`src/mclk_defs.svh`:
```
// offsets, field positions, reset values and timing counts of the master clock block
`ifndef MCLK_DEFS_SVH
`define MCLK_DEFS_SVH

// system clock rate
`define CLK_MHZ 100
`define CLK_KHZ 100000

// oscillator supervision window, in microseconds
`define MON_WINDOW_US 100
// gross-error tolerance as a right shift of the expected count (1/8)
`define MON_TOL_SHIFT 3

// nco: 204.8 mhz master clock shown divided by 128 (1.6 mhz) on a 100 mhz clock
// increment = 1.6 / 100 * 2^40
`define NCO_NOM 40'd17592186044
// one trim step of about 2.5 ppb of the nominal increment
`define NCO_TRIM_STEP 40'd44

// oscillator rates per strap code, in khz
`define OSC_KHZ_000 32'd12800
`define OSC_KHZ_001 32'd25600
`define OSC_KHZ_010 32'd10000
`define OSC_KHZ_011 32'd20000
`define OSC_KHZ_100 32'd19440
`define OSC_KHZ_101 32'd38880
`define OSC_KHZ_110 32'd10240
`define OSC_KHZ_111 32'd20480

// register byte offsets
`define ADR_PART_LO 8'h00
`define ADR_PART_HI 8'h04
`define ADR_REV 8'h08
`define ADR_GUARD 8'h0c
`define ADR_TRIM 8'h10
`define ADR_LSR 8'h14
`define ADR_IEN 8'h18
`define ADR_STAT 8'h1c

// field positions
`define GUARD_BIT 0
`define FAIL_BIT 0
`define STAT_OK_BIT 0
`define STAT_RATE_LSB 1

// reset values
`define TRIM_RST 16'h0000
`define GUARD_RST 1'b0
`define IEN_RST 1'b0

`endif

```
`src/mclk_pkg.sv`:
```
// types shared by the master clock block
package mclk_pkg;

  // oscillator rate strap codes
  typedef enum logic [2:0] {
    RATE_12M8 = 3'b000,
    RATE_25M6 = 3'b001,
    RATE_10M = 3'b010,
    RATE_20M = 3'b011,
    RATE_19M44 = 3'b100,
    RATE_38M88 = 3'b101,
    RATE_10M24 = 3'b110,
    RATE_20M48 = 3'b111
  } rate_t;

  // expected oscillator edge count per window
  typedef logic [15:0] edge_count_t;

endpackage

```
`src/osc_mon_if.sv`:
```
// carrier between the master clock control and its oscillator monitor
`timescale 1ns/100ps
`default_nettype none
interface osc_mon_if;
  import mclk_pkg::*;
  edge_count_t expected; // edges expected per window
  logic fail; // one-cycle pulse: window judged bad
  logic ok; // level: last window judged good
  logic window_end; // one-cycle pulse at each window close

  modport mon (input expected, output fail, output ok, output window_end);
  modport ctrl (output expected, input fail, input ok, input window_end);
endinterface
`default_nettype wire

```
`src/osc_monitor.sv`:
```
// oscillator activity and gross frequency monitor
`timescale 1ns/100ps
`default_nettype none
`include "mclk_defs.svh"
module osc_monitor
  import mclk_pkg::*;
#(
  parameter int WINDOW_CYC = 10000 // window length in clock cycles
) (
  input wire logic clock, // system clock
  input wire logic arst_n, // async reset, active low
  input wire logic osc_in, // local oscillator, sampled
  osc_mon_if.mon mon // expected count in, verdicts out
);

  logic osc_prev_ff; // last sample of oscillator
  edge_count_t edges_ff; // rising edges seen this window
  logic [31:0] win_cnt_ff; // cycles into window
  logic fail_ff; // verdict pulse
  logic ok_ff; // good level
  logic end_ff; // window close pulse
  logic win_last; // last cycle of window
  logic rise; // rising edge of oscillator
  edge_count_t lo_lim; // low gross limit
  edge_count_t hi_lim; // high gross limit
  logic bad; // window verdict

  assign win_last = (win_cnt_ff == 32'(WINDOW_CYC - 1));
  assign rise = osc_in & ~osc_prev_ff;
  assign lo_lim = mon.expected - (mon.expected >> `MON_TOL_SHIFT);
  assign hi_lim = mon.expected + (mon.expected >> `MON_TOL_SHIFT);
  // a dead input counts zero edges and always fails
  assign bad = (edges_ff == 16'h0000) || (edges_ff < lo_lim) || (edges_ff > hi_lim);

  //////////////////////////////////////////////////////////////////////////////
  // edge sampling
  always_ff @(posedge clock or negedge arst_n) begin
    if (!arst_n) begin
      osc_prev_ff <= 1'b0;
    end else begin
      osc_prev_ff <= osc_in;
    end
  end

  // window timer, free running so a stopped oscillator is still judged
  always_ff @(posedge clock or negedge arst_n) begin
    if (!arst_n) begin
      win_cnt_ff <= 32'h0000_0000;
    end else if (win_last) begin
      win_cnt_ff <= 32'h0000_0000;
    end else begin
      win_cnt_ff <= win_cnt_ff + 32'h0000_0001;
    end
  end

  // edge counter, saturating so a wild input cannot wrap into range
  always_ff @(posedge clock or negedge arst_n) begin
    if (!arst_n) begin
      edges_ff <= 16'h0000;
    end else if (win_last) begin
      edges_ff <= {15'h0000, rise};
    end else if (rise && edges_ff != 16'hffff) begin
      edges_ff <= edges_ff + 16'h0001;
    end
  end

  // verdict at window close
  always_ff @(posedge clock or negedge arst_n) begin
    if (!arst_n) begin
      fail_ff <= 1'b0;
      ok_ff <= 1'b0;
      end_ff <= 1'b0;
    end else begin
      fail_ff <= win_last & bad;
      end_ff <= win_last;
      if (win_last) begin
        ok_ff <= ~bad;
      end
    end
  end

  assign mon.fail = fail_ff;
  assign mon.ok = ok_ff;
  assign mon.window_end = end_ff;
endmodule
`default_nettype wire

```
`src/mclk_ctrl.sv`:
```
// master clock synthesis, oscillator supervision, identity and write guard
//
// Design decisions made here: the placing of the registers and the Wishbone slave port.
`timescale 1ns/100ps
`default_nettype none
`include "mclk_defs.svh"
module mclk_ctrl
  import mclk_pkg::*;
#(
  parameter logic [15:0] PART_CODE = 16'h5a3c, // arbitrary value
  parameter logic [7:0] REVISION = 8'h01, // arbitrary value
  parameter int MON_WINDOW_CYC = `MON_WINDOW_US * `CLK_MHZ // monitor window
) (
  input wire logic clock, // 100 mhz system clock
  input wire logic arst_n, // async reset, active low
  input wire logic wb_cyc_i, // wishbone cycle
  input wire logic wb_stb_i, // wishbone strobe
  input wire logic wb_we_i, // wishbone write enable
  input wire logic [7:0] wb_adr_i, // wishbone byte address
  input wire logic [3:0] wb_sel_i, // wishbone byte lanes
  input wire logic [31:0] wb_dat_i, // wishbone write data
  output logic [31:0] wb_dat_o, // wishbone read data
  output logic wb_ack_o, // wishbone acknowledge
  input wire logic local_oscillator_input, // local oscillator, sampled
  input wire logic [2:0] osc_rate_select_pins, // rate strap
  output logic master_clock_out, // master clock divided by 128
  output logic interrupt_request_pin // interrupt, active high
);

  //////////////////////////////////////////////////////////////////////////////
  // declarations
  osc_mon_if mon_bus (); // link to the monitor
  rate_t strap_ff; // captured strap
  logic strap_done_ff; // strap taken after reset release
  logic ack_ff; // wishbone ack
  logic [31:0] dat_ff; // wishbone read data
  logic guard_ff; // write guard engaged
  logic [15:0] trim_ff; // signed oscillator trim
  logic fail_flag_ff; // latched oscillator failure
  logic ien_ff; // failure interrupt enable
  logic irq_ff; // interrupt output
  logic [39:0] acc_ff; // nco phase
  logic mclk_ff; // master clock output
  logic req; // new request this cycle
  logic wr_now; // write takes effect this edge
  logic wr_open; // write allowed past the guard
  logic fail_clr; // software clears the flag
  logic [39:0] incr; // nco step with trim applied

  //////////////////////////////////////////////////////////////////////////////
  // functions

  // expected oscillator edges per monitor window for a strap code
  function automatic edge_count_t expected_edges(input rate_t code);
    logic [31:0] khz;
    logic [31:0] prod;
    unique case (code)
      RATE_12M8: khz = `OSC_KHZ_000;
      RATE_25M6: khz = `OSC_KHZ_001;
      RATE_10M: khz = `OSC_KHZ_010;
      RATE_20M: khz = `OSC_KHZ_011;
      RATE_19M44: khz = `OSC_KHZ_100;
      RATE_38M88: khz = `OSC_KHZ_101;
      RATE_10M24: khz = `OSC_KHZ_110;
      RATE_20M48: khz = `OSC_KHZ_111;
    endcase
    // long windows would overflow 32 bits; keep the window near 100 us
    prod = khz * 32'(MON_WINDOW_CYC);
    expected_edges = 16'(prod / 32'(`CLK_KHZ));
  endfunction

  // byte-lane merge of write data into an 8-bit register
  function automatic logic [7:0] lane0(input logic [7:0] old, input logic [3:0] sel,
                                       input logic [31:0] din);
    lane0 = sel[0] ? din[7:0] : old;
  endfunction

  //////////////////////////////////////////////////////////////////////////////
  // strap capture, taken once just after reset release
  always_ff @(posedge clock or negedge arst_n) begin
    if (!arst_n) begin
      strap_ff <= RATE_12M8;
      strap_done_ff <= 1'b0;
    end else if (!strap_done_ff) begin
      strap_ff <= rate_t'(osc_rate_select_pins);
      strap_done_ff <= 1'b1;
    end
  end

  // strap steers the monitor's frequency expectation
  assign mon_bus.expected = expected_edges(strap_ff);

  osc_monitor #(
    .WINDOW_CYC(MON_WINDOW_CYC)
  ) u_monitor (
    .clock(clock),
    .arst_n(arst_n),
    .osc_in(local_oscillator_input),
    .mon(mon_bus.mon)
  );

  //////////////////////////////////////////////////////////////////////////////
  // wishbone slave
  assign req = wb_cyc_i & wb_stb_i & ~ack_ff;
  // writes land on the edge where the master sees ack
  assign wr_now = wb_cyc_i & wb_stb_i & wb_we_i & ack_ff;
  // the guard register itself stays writable so it can be released
  assign wr_open = wr_now & ~guard_ff;

  // ack one cycle after request, dropped the cycle after
  always_ff @(posedge clock or negedge arst_n) begin
    if (!arst_n) begin
      ack_ff <= 1'b0;
    end else begin
      ack_ff <= req;
    end
  end

  // read mux, registered; unmapped addresses read zero and still ack
  always_ff @(posedge clock or negedge arst_n) begin
    if (!arst_n) begin
      dat_ff <= 32'h0000_0000;
    end else if (req && !wb_we_i) begin
      unique case (wb_adr_i)
        `ADR_PART_LO: dat_ff <= {24'h000000, PART_CODE[7:0]};
        `ADR_PART_HI: dat_ff <= {24'h000000, PART_CODE[15:8]};
        `ADR_REV: dat_ff <= {24'h000000, REVISION};
        `ADR_GUARD: dat_ff <= {31'h0000_0000, guard_ff};
        `ADR_TRIM: dat_ff <= {16'h0000, trim_ff};
        `ADR_LSR: dat_ff <= {31'h0000_0000, fail_flag_ff};
        `ADR_IEN: dat_ff <= {31'h0000_0000, ien_ff};
        `ADR_STAT: dat_ff <= {28'h0000000, strap_ff, mon_bus.ok};
        default: dat_ff <= 32'h0000_0000;
      endcase
    end else begin
      dat_ff <= 32'h0000_0000;
    end
  end

  //////////////////////////////////////////////////////////////////////////////
  // write guard
  always_ff @(posedge clock or negedge arst_n) begin
    if (!arst_n) begin
      guard_ff <= `GUARD_RST;
    end else if (wr_now && wb_adr_i == `ADR_GUARD && wb_sel_i[0]) begin
      guard_ff <= wb_dat_i[`GUARD_BIT];
    end
  end

  // oscillator trim, two byte lanes
  always_ff @(posedge clock or negedge arst_n) begin
    if (!arst_n) begin
      trim_ff <= `TRIM_RST;
    end else if (wr_open && wb_adr_i == `ADR_TRIM) begin
      trim_ff <= {wb_sel_i[1] ? wb_dat_i[15:8] : trim_ff[15:8],
                  lane0(trim_ff[7:0], wb_sel_i, wb_dat_i)};
    end
  end

  // interrupt enable
  always_ff @(posedge clock or negedge arst_n) begin
    if (!arst_n) begin
      ien_ff <= `IEN_RST;
    end else if (wr_open && wb_adr_i == `ADR_IEN && wb_sel_i[0]) begin
      ien_ff <= wb_dat_i[0];
    end
  end

  //////////////////////////////////////////////////////////////////////////////
  // latched failure flag: write one to clear, a new failure wins
  assign fail_clr = wr_open && wb_adr_i == `ADR_LSR && wb_sel_i[0] && wb_dat_i[`FAIL_BIT];

  always_ff @(posedge clock or negedge arst_n) begin
    if (!arst_n) begin
      fail_flag_ff <= 1'b0;
    end else if (mon_bus.fail) begin
      fail_flag_ff <= 1'b1;
    end else if (fail_clr) begin
      fail_flag_ff <= 1'b0;
    end
  end

  // interrupt follows the enabled flag
  always_ff @(posedge clock or negedge arst_n) begin
    if (!arst_n) begin
      irq_ff <= 1'b0;
    end else begin
      irq_ff <= fail_flag_ff & ien_ff;
    end
  end

  //////////////////////////////////////////////////////////////////////////////
  // master clock nco; free running, so it never stops with the oscillator
  assign incr = `NCO_NOM + {{24{trim_ff[15]}}, trim_ff} * `NCO_TRIM_STEP;

  always_ff @(posedge clock or negedge arst_n) begin
    if (!arst_n) begin
      acc_ff <= 40'h00_0000_0000;
      mclk_ff <= 1'b0;
    end else begin
      acc_ff <= acc_ff + incr;
      mclk_ff <= acc_ff[39];
    end
  end

  //////////////////////////////////////////////////////////////////////////////
  // outputs
  assign wb_ack_o = ack_ff;
  assign wb_dat_o = dat_ff;
  assign master_clock_out = mclk_ff;
  assign interrupt_request_pin = irq_ff;
endmodule
`default_nettype wire

```
`config.mk`:
```
export PLATFORM = sky130hd
export DESIGN_NAME = mclk_ctrl
export DESIGN_NICKNAME = d
export VERILOG_FILES = /design/src/mclk_pkg.sv /design/src/osc_mon_if.sv /design/src/osc_monitor.sv /design/src/mclk_ctrl.sv
export VERILOG_INCLUDE_DIRS = /design/src
export SDC_FILE = /design/constraint.sdc
export NUM_CORES = 1
export LEC_CHECK = 0
export BUFFER_PORTS_ARGS = -buffer_cell sky130_fd_sc_hd__buf_4
export CAP_MARGIN = 10
export CORE_MARGIN = 4
export CORE_UTILIZATION = 45
export CTS_BUF_LIST = sky130_fd_sc_hd__clkbuf_8
export CTS_CLUSTER_DIAMETER = 60
export CTS_CLUSTER_SIZE = 16
export DETAILED_ROUTE_END_ITERATION = 16
export GPL_TIMING_DRIVEN = 0
export HOLD_SLACK_MARGIN = 0.05
export PLACE_DENSITY_LB_ADDON = 0.2
export SETUP_SLACK_MARGIN = 0.05
export SYNTH_ARGS = -nofsm -noshare
export SYNTH_HDL_FRONTEND = slang
export SYNTH_HIERARCHICAL = 1
export SYNTH_SLANG_ARGS = --single-unit
```
`constraint.sdc`:
```
create_clock -name clock -period 76.6 [get_ports clock]
set_input_delay 3.83 -clock clock [delete_from_list [all_inputs] [get_ports clock]]
set_output_delay 3.83 -clock clock [all_outputs]
set_load 0.05 [all_outputs]
```
==> impl_metrics.tcl, run 1 <==
set metrics [dict create \
    post_cts_buffers 0 \
    path_class "flop to flop" \
    finClkSkew_ps 14.2 \
    first_global_vias 23000 \
    slew_viol_final 0 \
    htreeDepth 4 \
    drtIter0Drc 2098 \
    wl_mm 76.6 \
    cts_buffer_depth 2 \
    die_w_um 239 \
    n_antenna_cell 0 \
    postCtsHoldBufs 0 \
    die_h_um 239 \
    antenna_found_initial 1 \
    setup_viol 0 \
    min_period_over_period_pct 39.0 \
    worst_slew_pin_slew_ps 1240 \
    rows 84 \
    core-area_mm2 0.0527 \
    drive_above_1_share_pct 10.9 \
    worst_setup_path_start_kind "flop" \
    drc_errors 0 \
    hpwl_mm 61.9 \
    synth-warning-count 6 \
    required_ps 76960 \
    portBuffers 52 \
    tns_ps 0 \
    rsz0062_at_grt "false" \
    cp_common_cell "ha_1" \
    clk_latency_ps 480 \
    synth_area_mm2 0.0240 \
    nets 3548 \
    hold_violations 0 \
    grt_overflow_total 0 \
    endpoint_kind "flop" \
    gp_congestion 0.964 \
    status "finished, final reports clean" \
    antenna_left 0 \
    cts-root-buf "clkbuf_8" \
    cp_max_fo 13 \
    worstPathArrival_ps 30230 \
    cts-resized-gates 0 \
    cts_tree "done" \
    cpPeakStageDelay_ps 1140 \
    syn_avg_cell_area_um2 7.66 \
    crit_buf_inv 13 \
    syn_inst 3128 \
    grt_pass1_wl_mm 123 \
    start_util_pct 45.5 \
    grt_max_degree 84 \
    post-route-min-period_ps 29870 \
    grtUsageTotal_pct 26.0 \
    hold_class "flop to flop" \
    cts-buffers-inserted 17 \
    maxCapViolations 0 \
    slew_headroom_pct 15.4 \
    dieArea_mm2 0.0570 \
    clock_sinks 131 \
    crit_slowest_cell "a2111oi_0" \
    clk_pin_slew_ps 100 \
    io_pins 88 \
    clock.fmax_mhz 33.5 \
    vias_per_cell 6.20 \
    firstDrtPassIters 6 \
    wire_per_inst_um 19.5 \
    vias 24300 \
    areaGrowthSynthToFinish_pct 7.33 \
    crit_family "compound AO/OA/AOI/OAI gates" \
]
[placed cells by master, fill, tap and decap left out, drive strengths merged, types with 19 or more instances in the layout]
cell / instances
nand2: 255
or3: 31
nor2: 247
xnor2: 187
xor2: 70
o31ai: 23
o211ai: 40
a31oi: 33
ha: 245
nand3: 120
or2: 27
o2111ai: 22
and2: 52
and3: 36
o21ai: 189
buf: 142
dfrtp: 131
a21oi: 218
nor2b: 20
a21o: 41
mux2: 22
nor3: 80
nor4: 45
inv: 313
nand2b: 22
clkbuf: 47
mux2i: 32
a211oi: 36
nand4: 51
conb: 19
fa: 32
[metal layers]
metal	global-route usage [%]	vias to the layer above	routed length, um
met1	37.4	11700	35400
met3	2.88	129	5140
met4	6.54	2	1870
li1	-	11600	-
met5	0	-	13
met2	41.8	896	34200
[registers in the layout, summed over array words and instances, names as in the netlist, 3 cells and up]
| name | flops |
|---|---|
| wb_dat_o | 16 |
| trim_ff | 16 |
| u_monitor/edges_ff | 16 |
| u_monitor/win_cnt_ff | 32 |
| strap_ff | 3 |
| acc_ff | 38 |
[area by class of cell]
type / count / area [um2]
Fill cell: 5255 / 26900
Sequential cell: 131 / 3280
Timing Repair Buffer: 54 / 427
Tap cell: 688 / 861
Clock inverter: 15 / 171
Multi-Input combinational cell: 2580 / 18700
Buffer: 121 / 858
Clock buffer: 17 / 234
Inverter: 313 / 1180
[final timing paths]
path                                                 endpoint               startpoint  slack (ps)  cells after the start
max                              u_monitor/mon.fail$_DFF_PN0_  strap_ff[1]$_DFFE_PN0N_       46730                     94
min                                master_clock_out$_DFF_PN0_     acc_ff[39]$_DFF_PN0_         410                      0
max reg2reg                      u_monitor/mon.fail$_DFF_PN0_  strap_ff[1]$_DFFE_PN0N_       46730                     94
min reg2reg                        master_clock_out$_DFF_PN0_     acc_ff[39]$_DFF_PN0_         410                      0
max in group asynchronous  u_monitor/win_cnt_ff[14]$_DFF_PN0_                   arst_n       72500                      2
min in group asynchronous                acc_ff[35]$_DFF_PN0_                   arst_n        3290                      1
[per-stage QoR]
stage / hold WS [ps] / cell area (um2) / util [%] / cells / setup slack [ps]
final: 407 / 25700 / 48.8 / 3919 / 46730
after global routing: 426 / 25700 / 48.8 / 3919 / 45230
after CTS: 415 / 25700 / 48.8 / 3918 / 47320
after detailed placement: 395 / 25300 / 48.1 / 3886 / 47470
after global placement: 397 / 25300 / 48.0 / 3885 / 47560
after floorplan: 373 / 24000 / - / 3145 / 52500
Power of run 1 is left out: the tool's default activity adds up to more than one toggle a clock period on the data nets, which glitch-free logic cannot reach.
==> inputs of run 2 (changes only) <==
clock period = 26.7 ns   (was 76.6 ns; I/O delays follow)
==> impl_metrics.tcl, run 2 (synthesis gave the netlist of run 1 again) <==
set metrics [dict create \
    path_class "flop to flop" \
    use_met2_pct 42.0 \
    finClkSkew_ps 13.8 \
    r2r_setup_slack_ps 870 \
    core-area_mm2 0.0527 \
    hold_violations 0 \
    postCtsHoldBufs 0 \
    cts-root-buf "clkbuf_8" \
    layout_commonest_cell "inv_1" \
    clk_latency_ps 460 \
    drive_above_1_share_pct 14.7 \
    grt_pass1_wl_mm 124 \
    slew_headroom_pct 25.9 \
    min_period_over_period_pct 96.7 \
    endpoint_kind "flop" \
    largest_register "acc_ff" \
    setup_viol 0 \
    met1_usage_pct 37.6 \
    firstDrtPassIters 6 \
    worstSetupEndpoint "u_monitor/mon.fail$_DFF_PN0_" \
    worst_setup_path_start_kind "flop" \
    maxCapViolations 0 \
    finalNonFillerCells 3958 \
    r2r-end "u_monitor/mon.fail$_DFF_PN0_" \
    vias 24600 \
    drtIter0Drc 2206 \
    portBuffers 52 \
    cp_max_fo 13 \
    clock_sinks 131 \
    worstPathArrival_ps 26180 \
    clock.fmax_mhz 38.7 \
    reg2reg_depth 101 \
    cpPeakStageDelay_ps 620 \
    hpwl_mm 61.9 \
    crit_slowest_cell "ha_1" \
    grt_overflow_total 0 \
    top_regs "acc_ff x38, u_monitor/win_cnt_ff x32" \
    gp_congestion 0.964 \
    required_ps 27060 \
    first_global_vias 23000 \
    worstSetupStartpoint "strap_ff[2]$_DFFE_PN0N_" \
    hold_class "flop to flop" \
    nets 3587 \
    worst_slew_pin_slew_ps 1100 \
    final_cell_mix "294 x inv_1, 248 x nand2_1, 243 x ha_1" \
    largest_register_ffs 38 \
    wire_per_inst_um 19.7 \
    areaGrowthSynthToFinish_pct 11.9 \
    die_h_um 239 \
    grt_max_degree 84 \
    busiest_layer "met2" \
    cts-buffers-inserted 17 \
    clk_pin_slew_ps 100 \
    start_util_pct 45.5 \
    rows 84 \
    slew_viol_final 0 \
    met3_usage_pct 2.85 \
    cts_buffer_depth 2 \
    vias_per_cell 6.21 \
    antenna_left 0 \
    status "finished, final reports clean" \
    worst_hold_slack_ps 407 \
    wl_mm 77.9 \
    cts_tree "done" \
    drc_errors 0 \
    post-route-min-period_ps 25830 \
    fillers 5184 \
    dieArea_mm2 0.0570 \
    io_pins 88 \
    r2r-start "strap_ff[2]$_DFFE_PN0N_" \
    htreeDepth 4 \
    die_w_um 239 \
    grtUsageTotal_pct 26.2 \
    seqCellArea_mm2 0.00328 \
    n_antenna_cell 0 \
    antenna_found_initial 0 \
    numPlacedInstances 3886 \
    multi_input_area_mm2 0.0194 \
]
-- run 2: how the worst min path moves through the flow --
| stage | startpoint | endpoint | slack [ps] | depth (start not counted) |
|---|---|---|---|---|
| 4_1_cts | acc_ff[39]$_DFF_PN0_ | master_clock_out$_DFF_PN0_ | 410 | 0 |
| 5_1_grt | acc_ff[39]$_DFF_PN0_ | master_clock_out$_DFF_PN0_ | 430 | 0 |
| 3_5_place_dp | acc_ff[39]$_DFF_PN0_ | master_clock_out$_DFF_PN0_ | 390 | 0 |
| 2_1_floorplan | acc_ff[39]$_DFF_PN0_ | master_clock_out$_DFF_PN0_ | 370 | 0 |
| 3_3_place_gp | acc_ff[39]$_DFF_PN0_ | master_clock_out$_DFF_PN0_ | 400 | 0 |
| 6_report | acc_ff[39]$_DFF_PN0_ | master_clock_out$_DFF_PN0_ | 410 | 0 |
-- run 2: per-layer routing --
metal  vias up  routed length, um
met5         -                  0
met4         0               2020
met1     11900              36000
met2       890              35000
li1      11600                  -
met3       141               4850
-- run 2: what timing repair did --
action                     CTS  global route
setup endpoints to repair    2             2
buffers inserted             9            31
gates resized for setup     40           106
cloned                       0             0
pin swaps                    5            22
hold endpoints to repair     0             0
-- run 2: layout make-up --
class | instances | share of cell area, %
buffer | 121 | 3.23
clock buffer | 17 | 0.873
clock inverter | 15 | 0.640
inverter | 313 | 4.50
multi-input combinational | 2580 | 72.6
sequential | 131 | 12.2
tap | 688 | 3.21
timing repair buffer | 93 | 2.74
-- run 2: worst max-delay path, delay by kind of cell, from the launching register on --
kind            cells  cell delay, ps
flops               1             460
simple gates       33            9120
compound gates     32            7800
fa+ha+maj          11            3800
xor+xnor            4             730
buf+inv            21            3730
-- run 2: stage by stage --
| stage | TNS, ps | utilization (%) | setup WS (ps) | instance area (um2) |
|---|---|---|---|---|
| global route | -13.7 | 50.9 | -13.7 | 26800 |
| detailed placement | -4820 | 48.1 | -2430 | 25300 |
| global placement | -4610 | 48.0 | -2340 | 25300 |
| finish | 0 | 50.9 | 873 | 26800 |
| CTS | 0 | 49.3 | 50.9 | 26000 |
| floorplan | 0 | - | 2600 | 24000 |
Power of run 2 is left out for the same reason.
